[src/hw/scd_pkg.sv]
// shared constants, types and command decoding for the serial command decoder
package scd_pkg;
  localparam int          CORE_HZ       = 250_000_000;
  localparam int          SCLK_MAX_HZ   = 25_000_000;
  localparam int          SCLK_HOST_HZ  = 5_000_000;
  // half period rounds up so the clock never runs faster than asked
  localparam int          SCLK_HALF_CYC = (CORE_HZ + 2 * SCLK_HOST_HZ - 1) / (2 * SCLK_HOST_HZ);
  localparam logic [7:0]  SETUP_RESET   = 8'h28;
  localparam logic [7:0]  ZERO_BYTE     = 8'h00;
  localparam logic [3:0]  RESULT_LEAD   = 4'h0;
  localparam logic [11:0] RESULT_SIGN   = 12'h800;
  localparam int          CONV_BIT      = 7;
  localparam int          SETUP_BIT     = 6;
  localparam int          AVG_BIT       = 5;
  localparam int          DAC_BIT       = 4;
  localparam int          RESET_BIT     = 3;
  localparam int          RESET_REQ_BIT = 2;
  localparam int          CK_HI         = 5;
  localparam int          CK_LO         = 4;
  localparam int          DIFF_HI       = 1;
  localparam int          DIFF_LO       = 0;
  localparam logic [1:0]  CLK_MODE_EXT  = 2'h3;
  localparam logic [1:0]  DIFF_UNI      = 2'h2;
  localparam logic [1:0]  DIFF_BIP      = 2'h3;
  localparam logic [7:0]  GPIO_CFG_CODE = 8'h03;
  localparam logic [7:0]  GPIO_WR_CODE  = 8'h02;
  localparam logic [7:0]  GPIO_RD_CODE  = 8'h01;
  localparam logic [7:0]  NOP_CODE      = 8'h00;
  localparam logic [4:0]  BITS_8        = 5'h08;
  localparam logic [4:0]  BITS_16       = 5'h10;
  localparam logic [4:0]  BITS_24       = 5'h18;
  localparam logic [3:0]  HREG_CTRL     = 4'h0;
  localparam logic [3:0]  HREG_TX       = 4'h1;
  localparam logic [3:0]  HREG_RX       = 4'h2;
  localparam logic [3:0]  HREG_STAT     = 4'h3;
  localparam int          CTRL_GO       = 0;
  localparam int          CTRL_LEN_LO   = 1;
  localparam int          CTRL_LEN_HI   = 2;
  localparam int          CTRL_FALL     = 3;

  typedef enum logic [3:0] {
    KIND_NONE, KIND_NOP, KIND_GPIO_RD, KIND_GPIO_WR, KIND_GPIO_CFG,
    KIND_RESET, KIND_DAC, KIND_AVG, KIND_SETUP, KIND_CONV
  } scd_kind_e;

  // highest set bit among bits 7 to 3 names the target register; lower codes must match exactly
  function automatic scd_kind_e cmd_kind(input logic [7:0] c);
    if (c[CONV_BIT])             return KIND_CONV;
    else if (c[SETUP_BIT])       return KIND_SETUP;
    else if (c[AVG_BIT])         return KIND_AVG;
    else if (c[DAC_BIT])         return KIND_DAC;
    else if (c[RESET_BIT])       return KIND_RESET;
    else if (c == GPIO_CFG_CODE) return KIND_GPIO_CFG;
    else if (c == GPIO_WR_CODE)  return KIND_GPIO_WR;
    else if (c == GPIO_RD_CODE)  return KIND_GPIO_RD;
    else if (c == NOP_CODE)      return KIND_NOP;
    else                         return KIND_NONE;
  endfunction

  // total transfer length, command byte included
  function automatic logic [4:0] kind_bits(input scd_kind_e k, input logic [7:0] c,
                                           input logic gp);
    case (k)
      KIND_SETUP:                             return c[DIFF_HI] ? BITS_16 : BITS_8;
      KIND_DAC:                               return BITS_24;
      KIND_GPIO_CFG, KIND_GPIO_WR, KIND_GPIO_RD: return gp ? BITS_16 : BITS_8;
      default:                                return BITS_8;
    endcase
  endfunction
endpackage

[src/hw/scd_link_if.sv]
// four-wire serial link between the bus master and the decoder
`timescale 1ns/1ns
interface scd_link_if;
  logic cs_n;
  logic sclk;
  logic mosi;
  logic miso;
  logic miso_oe;
  logic miso_line;

  // undriven data out reads low at the master
  assign miso_line = miso_oe ? miso : 1'b0;

  modport host   (output cs_n, output sclk, output mosi, input miso_line);
  modport device (input cs_n, input sclk, input mosi, output miso, output miso_oe);
endinterface

[src/hw/scd_edge_sync.sv]
// three-stage synchroniser with agreement filter and edge pulses
`timescale 1ns/1ns
module scd_edge_sync #(
  parameter logic IDLE_LEVEL = 1'b0
) (
  input  wire logic core_clk, // core clock
  input  wire logic srst,     // synchronous reset
  input  wire logic async_in, // pin from another domain
  output logic      level,    // filtered level
  output logic      rise,     // one-cycle pulse on rise
  output logic      fall      // one-cycle pulse on fall
);
  logic s1;
  logic s2;
  logic s3;
  wire  agree = (s2 == s3);

  always_ff @(posedge core_clk) begin
    if (srst) begin
      s1    <= IDLE_LEVEL;
      s2    <= IDLE_LEVEL;
      s3    <= IDLE_LEVEL;
      level <= IDLE_LEVEL;
      rise  <= 1'b0;
      fall  <= 1'b0;
    end else begin
      s1    <= async_in;
      s2    <= s1;
      s3    <= s2;
      level <= agree ? s3 : level;
      rise  <= agree & s3 & ~level;
      fall  <= agree & ~s3 & level;
    end
  end
endmodule

[src/hw/scd_device.sv]
// device end: serial front end, command decoder and register dispatch
// What this block does
// - master uses matching polarity and phase
// - master keeps serial clock at most 25MHz
// - data in sampled on falling serial clock
// - modes 00/01/10 update data out on fall
// - mode 11 updates data out on rise
// - bipolar and temperature results two's complement
// - chip select fall starts, rise ends reception
// - every transaction opens with command byte, MSB first
// - command sets length and target
// - chip select high resets the interface
// - master holds chip select low whole transfer
// - DAC command followed by two payload bytes
// - GPIO write carries exactly one data byte
// - no-GPIO device ignores GPIO commands
// - bit 7 writes conversion register fields
// - bits 01 write setup register fields
// - setup mode selects next byte as mode register
// - bits 001 write averaging register fields
// - bits 00001 write reset register fields
// - low codes decode GPIO configure/write/read, no-op
// - one decoder dispatches to at most one target; a setup command with a mode byte writes the setup and a mode register
// - data out undriven while chip select high
// - setup resets to 28h, others to zero
//
// Chosen here: strobed register access and the register addresses.
`timescale 1ns/1ns
module scd_device
  import scd_pkg::*;
#(
  parameter logic HAS_GPIO = 1'b1
) (
  input  wire logic   core_clk,           // core clock, 250 MHz
  input  wire logic   srst,               // synchronous reset, active high
  scd_link_if.device  link,               // serial link pins
  input  wire logic [11:0] result_code,   // converter result, offset binary
  input  wire logic   result_signed,      // result is bipolar or temperature
  input  wire logic [7:0]  gpio_read_value, // pin levels for a GPIO read
  output logic [7:0]  conversion_request, // conversion register
  output logic [7:0]  converter_setup,    // setup register
  output logic [7:0]  averaging_control,  // averaging register
  output logic [7:0]  soft_reset_control, // reset register
  output logic [7:0]  unipolar_mode,      // unipolar mode register
  output logic [7:0]  bipolar_mode,       // bipolar mode register
  output logic        conv_start,         // pulse: conversion register written
  output logic        soft_reset_pulse,   // pulse: reset requested
  output logic        dac_load,           // pulse: dac_word valid
  output logic [15:0] dac_word,           // DAC select and data
  output logic        gpio_cfg_load,      // pulse: configure byte valid
  output logic        gpio_wr_load,       // pulse: write byte valid
  output logic [7:0]  gpio_data,          // GPIO payload byte
  output logic        gpio_rd_req         // pulse: GPIO read started
);
  typedef enum logic [3:0] {
    ST_IDLE = 4'b0001,
    ST_CMD  = 4'b0010,
    ST_DATA = 4'b0100,
    ST_DONE = 4'b1000
  } scd_state_e;

  scd_state_e  st;
  scd_state_e  next_st;
  scd_kind_e   kind;
  logic [4:0]  cnt;
  logic [4:0]  total;
  logic [7:0]  cmd;
  logic [23:0] rx;
  logic [15:0] tx;
  logic        cs_lvl;
  logic        cs_rise;
  logic        cs_fall;
  logic        sclk_lvl;
  logic        sclk_rise;
  logic        sclk_fall;
  logic        mosi_lvl;

  scd_edge_sync #(.IDLE_LEVEL(1'b1)) u_cs (
    .core_clk (core_clk),
    .srst     (srst),
    .async_in (link.cs_n),
    .level    (cs_lvl),
    .rise     (cs_rise),
    .fall     (cs_fall)
  );
  scd_edge_sync #(.IDLE_LEVEL(1'b0)) u_sclk (
    .core_clk (core_clk),
    .srst     (srst),
    .async_in (link.sclk),
    .level    (sclk_lvl),
    .rise     (sclk_rise),
    .fall     (sclk_fall)
  );
  scd_edge_sync #(.IDLE_LEVEL(1'b0)) u_mosi (
    .core_clk (core_clk),
    .srst     (srst),
    .async_in (link.mosi),
    .level    (mosi_lvl),
    .rise     (),
    .fall     ()
  );

  wire         sample    = sclk_fall & ~cs_lvl;
  wire [23:0]  rx_next   = {rx[22:0], mosi_lvl};
  wire [4:0]   cnt_next  = cnt + 5'h01;
  wire         cmd_done  = (st == ST_CMD) && sample && (cnt_next == BITS_8);
  wire [7:0]   cmd_byte  = rx_next[7:0];
  wire scd_kind_e new_kind = cmd_kind(cmd_byte);
  wire [4:0]   new_total = kind_bits(new_kind, cmd_byte, HAS_GPIO);
  wire         data_done = (st == ST_DATA) && sample && (cnt_next == total);
  wire         fin_short = cmd_done && (new_total == BITS_8);
  wire         finish    = fin_short || data_done;
  wire scd_kind_e fin_kind = cmd_done ? new_kind : kind;
  wire [7:0]   fin_cmd   = cmd_done ? cmd_byte : cmd;
  // at most one target sees a finished transaction
  wire         hit_conv  = finish && (fin_kind == KIND_CONV);
  wire         hit_avg   = finish && (fin_kind == KIND_AVG);
  wire         hit_rst   = finish && (fin_kind == KIND_RESET);
  wire         hit_setup = cmd_done && (new_kind == KIND_SETUP);
  wire         hit_mode  = data_done && (kind == KIND_SETUP);
  wire         hit_dac   = data_done && (kind == KIND_DAC);
  wire         gp_data   = data_done && HAS_GPIO;
  wire         hit_gcfg  = gp_data && (kind == KIND_GPIO_CFG);
  wire         hit_gwr   = gp_data && (kind == KIND_GPIO_WR);
  wire         hit_grd   = cmd_done && HAS_GPIO && (new_kind == KIND_GPIO_RD);
  wire         soft_rst  = hit_rst && fin_cmd[RESET_REQ_BIT];
  wire         ext_clk   = (converter_setup[CK_HI:CK_LO] == CLK_MODE_EXT);
  // in mode 11 the first rise must not shift away the bit shown at chip select fall
  wire         upd_fall  = ~ext_clk && sclk_fall && ~cs_lvl;
  wire         upd_rise  = ext_clk && sclk_rise && ~cs_lvl && (cnt != 5'h00);
  wire [11:0]  fmt_code  = result_signed ? (result_code ^ RESULT_SIGN) : result_code;
  // in mode 11 the next rise shifts once before the master samples, so the byte sits one lower
  wire [15:0]  grd_word  = {gpio_read_value, ZERO_BYTE} >> ext_clk;
  wire [15:0]  next_tx   = cs_fall  ? {RESULT_LEAD, fmt_code} :
                           hit_grd  ? grd_word :
                           (upd_fall || upd_rise) ? {tx[14:0], 1'b0} : tx;

  always_comb begin
    next_st = st;
    case (st)
      ST_IDLE: next_st = cs_fall ? ST_CMD : ST_IDLE;
      ST_CMD:  next_st = fin_short ? ST_DONE : (cmd_done ? ST_DATA : ST_CMD);
      ST_DATA: next_st = data_done ? ST_DONE : ST_DATA;
      ST_DONE: next_st = ST_DONE;
      default: next_st = ST_IDLE;
    endcase
    if (cs_rise) begin
      next_st = ST_IDLE;
    end
  end

  always_ff @(posedge core_clk) begin
    if (srst) begin
      st    <= ST_IDLE;
      cnt   <= 5'h00;
      total <= BITS_8;
      kind  <= KIND_NONE;
      cmd   <= ZERO_BYTE;
      rx    <= 24'h000000;
    end else begin
      st    <= next_st;
      cnt   <= (cs_rise || cs_fall) ? 5'h00 : (sample ? cnt_next : cnt);
      rx    <= sample ? rx_next : rx;
      kind  <= cmd_done ? new_kind : kind;
      total <= cmd_done ? new_total : total;
      cmd   <= cmd_done ? cmd_byte : cmd;
    end
  end

  // data out: oe follows chip select so the pin floats between frames
  always_ff @(posedge core_clk) begin
    if (srst) begin
      tx           <= 16'h0000;
      link.miso    <= 1'b0;
      link.miso_oe <= 1'b0;
    end else begin
      tx           <= next_tx;
      link.miso    <= ~cs_lvl & next_tx[15];
      link.miso_oe <= ~cs_lvl;
    end
  end

  always_ff @(posedge core_clk) begin
    if (srst || soft_rst) begin
      conversion_request <= ZERO_BYTE;
      converter_setup    <= SETUP_RESET;
      averaging_control  <= ZERO_BYTE;
      soft_reset_control <= ZERO_BYTE;
      unipolar_mode      <= ZERO_BYTE;
      bipolar_mode       <= ZERO_BYTE;
    end else begin
      conversion_request <= hit_conv  ? fin_cmd  : conversion_request;
      converter_setup    <= hit_setup ? cmd_byte : converter_setup;
      averaging_control  <= hit_avg   ? fin_cmd  : averaging_control;
      soft_reset_control <= hit_rst   ? fin_cmd  : soft_reset_control;
      unipolar_mode      <= (hit_mode && cmd[DIFF_HI:DIFF_LO] == DIFF_UNI) ?
                            rx_next[7:0] : unipolar_mode;
      bipolar_mode       <= (hit_mode && cmd[DIFF_HI:DIFF_LO] == DIFF_BIP) ?
                            rx_next[7:0] : bipolar_mode;
    end
  end

  always_ff @(posedge core_clk) begin
    if (srst) begin
      conv_start       <= 1'b0;
      soft_reset_pulse <= 1'b0;
      dac_load         <= 1'b0;
      dac_word         <= 16'h0000;
      gpio_cfg_load    <= 1'b0;
      gpio_wr_load     <= 1'b0;
      gpio_data        <= ZERO_BYTE;
      gpio_rd_req      <= 1'b0;
    end else begin
      conv_start       <= hit_conv;
      soft_reset_pulse <= soft_rst;
      dac_load         <= hit_dac;
      dac_word         <= hit_dac ? rx_next[15:0] : dac_word;
      gpio_cfg_load    <= hit_gcfg;
      gpio_wr_load     <= hit_gwr;
      gpio_data        <= (hit_gcfg || hit_gwr) ? rx_next[7:0] : gpio_data;
      gpio_rd_req      <= hit_grd;
    end
  end
endmodule

[src/flat_wrapper.sv]
// flat-port wrapper written by rule: the top's interface ports become plain ports
module scd_device_flat import scd_pkg::*;
#(
  parameter logic HAS_GPIO = 1'b1
)
  (core_clk, srst, result_code, result_signed, gpio_read_value, conversion_request, converter_setup, averaging_control, soft_reset_control, unipolar_mode, bipolar_mode, conv_start, soft_reset_pulse, dac_load, dac_word, gpio_cfg_load, gpio_wr_load, gpio_data, gpio_rd_req, link_cs_n, link_sclk, link_mosi, link_miso, link_miso_oe);
  scd_link_if link_i ();
  input  wire logic core_clk;
  input  wire logic srst;
  input  wire logic [11:0] result_code;
  input  wire logic result_signed;
  input  wire logic [7:0] gpio_read_value;
  output logic [7:0] conversion_request;
  output logic [7:0] converter_setup;
  output logic [7:0] averaging_control;
  output logic [7:0] soft_reset_control;
  output logic [7:0] unipolar_mode;
  output logic [7:0] bipolar_mode;
  output logic conv_start;
  output logic soft_reset_pulse;
  output logic dac_load;
  output logic [15:0] dac_word;
  output logic gpio_cfg_load;
  output logic gpio_wr_load;
  output logic [7:0] gpio_data;
  output logic gpio_rd_req;
  input wire logic [$bits(link_i.cs_n)-1:0] link_cs_n;
  input wire logic [$bits(link_i.sclk)-1:0] link_sclk;
  input wire logic [$bits(link_i.mosi)-1:0] link_mosi;
  output wire logic [$bits(link_i.miso)-1:0] link_miso;
  output wire logic [$bits(link_i.miso_oe)-1:0] link_miso_oe;
  assign link_i.cs_n = link_cs_n;
  assign link_i.sclk = link_sclk;
  assign link_i.mosi = link_mosi;
  assign link_miso = link_i.miso;
  assign link_miso_oe = link_i.miso_oe;
  scd_device #(.HAS_GPIO(HAS_GPIO)) u_core (.core_clk(core_clk), .srst(srst), .link(link_i), .result_code(result_code), .result_signed(result_signed), .gpio_read_value(gpio_read_value), .conversion_request(conversion_request), .converter_setup(converter_setup), .averaging_control(averaging_control), .soft_reset_control(soft_reset_control), .unipolar_mode(unipolar_mode), .bipolar_mode(bipolar_mode), .conv_start(conv_start), .soft_reset_pulse(soft_reset_pulse), .dac_load(dac_load), .dac_word(dac_word), .gpio_cfg_load(gpio_cfg_load), .gpio_wr_load(gpio_wr_load), .gpio_data(gpio_data), .gpio_rd_req(gpio_rd_req));
endmodule
[config.mk]
export PLATFORM = sky130hd
export DESIGN_NAME = scd_device_flat
export DESIGN_NICKNAME = d
export VERILOG_FILES = /design/src/hw/scd_pkg.sv /design/src/hw/scd_link_if.sv /design/src/hw/scd_edge_sync.sv /design/src/hw/scd_device.sv /design/src/flat_wrapper.sv
export SDC_FILE = /design/constraint.sdc
export NUM_CORES = 1
export LEC_CHECK = 0
export CORE_AREA = 2 2 103 105
export DETAILED_ROUTE_END_ITERATION = 12
export DIE_AREA = 0 0 105 107
export DONT_BUFFER_PORTS = 1
export GPL_TIMING_DRIVEN = 0
export PLACE_DENSITY_LB_ADDON = 0.3
export SLEW_MARGIN = 20
export SYNTH_ARGS = -nofsm -noshare
export SYNTH_HDL_FRONTEND = slang
export SYNTH_SLANG_ARGS = --single-unit
[constraint.sdc]
create_clock -name core_clk -period 5.44 [get_ports core_clk]
set_clock_uncertainty 0.15 [all_clocks]
set_input_delay 1.088 -clock core_clk [delete_from_list [all_inputs] [get_ports core_clk]]
set_output_delay 1.088 -clock core_clk [all_outputs]
set_load 0.005 [all_outputs]
==> out/qor.yml <==
cts-root-buf: "clkbuf_8"
cp.arrival_ns: 3.55
worst_ep_required_time_ns: 5.71
synth-compound-area-share_pct: 14.6
critPathMaxStageDelay_ns: 0.56
final_common_cell: "dfxtp_1"
cts_sinks: 150
synth_area_mm2: 0.00638
htreeDepth: 4
critPathKind: "register to register"
synth_top_family_by_area: "simple AND/OR/NAND/NOR gates"
fillCellCount: 756
drc: 0
place.gp.congestion: 0.943
fin_crit_ns: 3.28
initial_core_util_pct: 63.3
core_area_mm2: 0.0101
synth-seq-area-share_pct: 47.0
port_buffers: 0
syn_nets: 742
drtIter0Drc: 447
synthArstFlopShare_pct: 0
period_share_pct: 60.2
synth_fa_ha_area_share_pct: 1.37
hold_viol: 0
synth-main-ff-cell: "dfxtp_1"
synth_area_per_cell_um2: 9.01
multiInputGateArea_mm2: 0.00311
grt_use_total_pct: 28.0
drt-total-wl_um: 15800
hp-class: "register to register"
wl_per_cell_um: 18.1
layout_common_cells: "dfxtp_1 (150), nand2_1 (141), nor2_1 (68)"
fin_tns_setup_ns: 0
antenna_found_initial: 0
via_per_inst: 6.07
finish.utilization_pct: 71.0
clk_latency_ns: 0.53
path_cells: "ha_1 > xnor2_1 > nand3_1 > nor3_4 > mux2_2 > a211oi_4 > a21o_4 > buf_12 > nor2_2"
yosys_warnings: 0
fin_nets: 761
fin_cells: 877
ff_latch_area_mm2: 0.00300
synth_mux_area_share_pct: 6.55
critPathCaptureType: "register"
dp_hpwl_um: 11200
path_clk_slew_ns: 0.06
p_leak_nw: 2.58
die_area_mm2: 0.0112
hold_buffers: 0
slew_violations: 0
synth_xor_area_share_pct: 2.10
cts_tree: "built"
crit_path_top_delay_cell: "a211oi_4"
synthCells: 709
rsz0062_at_grt: "no"
power_density_mw_per_mm2: 327
tightest_slew_ns: 0.839
reg2reg_from: "u_core.cnt[0]"
clock_path_buffers: 2
grt_first_pass_wirelength_um: 24900
drt-pass1-iter-count: 5
cts_setup_buffers: 0
antennaDiodeCount: 0
fmax_mhz: 305
synth-simple-area-share_pct: 23.9
synth_edf_count: 0
total_power_w: 0.00234
hold_start: "u_core.u_cs.s1"
area.growth.synth_to_final_pct: 12.3
max_cap_viol_count: 0
row_count: 37
die_h_um: 107
relSlewSlack_pct: 43.8
synth_seq_cells: 150
drive_above_1_share_pct: 14.3
die_x_um: 105
setup_viol: 0
outcome: "completed"
reg_top3: "u_core.dac_word (16), u_core.tx (16), u_core.rx (15)"
startpoint: "u_core.cnt[0]"
cts_made_buffers: 17
start_kind: "register"
placed_cells: 845
overflow: 0
cts_resized: 0
peakVddDrop_mv: 0.226
synth_cell_types: 69
grt_pass1_vias: 5068
path_max_fanout: 10
grt_max_degree: 17
ios: 106
ant_nets: 0
layout_setup_ws_ns: 2.16
pre_cts_ws_ns: 2.24
num_vias: 5326
==> cell families after synthesis <==
| kind of cell | Yosys count |
|---|---|
| XOR/XNOR | 11 |
| AO/OA/AOI/OAI | 131 |
| buffers and inverters | 55 |
| multiplexers | 41 |
| flip-flops | 150 |
| adder cells (fa/ha/maj) | 7 |
| AND/OR/NAND/NOR | 314 |
==> worst max-delay path, delay by kind of cell, from the launching register on <==
kind                       cells  cell delay [ns]
AOI/OAI and AO/OA              2             0.85
and+or+nand+nor                3             0.64
muxes                          1             0.45
DFF                            1             0.42
adders and majority gates      1             0.30
xor gates and xnor gates       1             0.19
buffers and inverters          1             0.16
==> layout make-up <==
cell class,instances,area share (%)
Multi-Input combinational cell,504,43.3
Sequential cell,150,41.9
Clock buffer,21,6.41
Buffer,46,3.46
Tap cell,136,2.37
Clock inverter,11,2.06
Inverter,9,0.471
==> Yosys cell counts, types with 5 or more instances <==
| master | number | area [µm²] |
|---|---|---|
| or3_1 | 5 | 31.3 |
| clkbuf_1 | 26 | 97.6 |
| ha_1 | 7 | 87.6 |
| o21ai_0 | 6 | 30.0 |
| nor2b_1 | 10 | 62.6 |
| a21oi_1 | 51 | 255 |
| mux2i_1 | 38 | 380 |
| and3_1 | 8 | 50.1 |
| nand2_1 | 141 | 529 |
| nor4_1 | 5 | 31.3 |
| nand2b_1 | 5 | 31.3 |
| nor3_1 | 16 | 80.1 |
| a211oi_1 | 6 | 45.0 |
| inv_1 | 9 | 33.8 |
| and2_1 | 9 | 56.3 |
| buf_1 | 5 | 18.8 |
| or2_2 | 10 | 62.6 |
| nand3_1 | 6 | 30.0 |
| o211ai_1 | 5 | 37.5 |
| nor2_1 | 68 | 255 |
| buf_2 | 9 | 45.0 |
| dfxtp_1 | 150 | 3000 |
| a21oi_2 | 25 | 219 |
| o2bb2ai_1 | 7 | 61.3 |
==> power by group <==
group	internal (W)	total (W)	switching, W
registers	0.00110	0.00111	0.00000282
clock network	0.000736	0.00120	0.000461
logic	0.0000135	0.0000421	0.0000286
==> layer usage <==
layer	wire, µm	global-route usage, %	vias up
li1	-	-	2476
met1	6490	34.1	2580
met2	7660	47.2	229
met3	1260	8.39	41
met4	418	10.2	0
met5	0	0	-
==> stage by stage <==
stage	hold slack, ns	area, µm²
2_1_floorplan	0.239	6380
3_3_place_gp	0.246	6560
3_5_place_dp	0.259	6560
4_1_cts	0.275	7160
5_1_grt	0.290	7170
6_report	0.272	7170
==> worst paths after layout <==
path	endpoint	slack, ns	cells past startpoint
min reg2reg	u_core.u_cs.s2	0.27	1
max reg2reg	u_core.converter_setup[7]	2.16	9
max	u_core.converter_setup[7]	2.16	9
min	u_core.u_cs.s2	0.27	1
No activity file was read; power rests on OpenSTA's default activity.
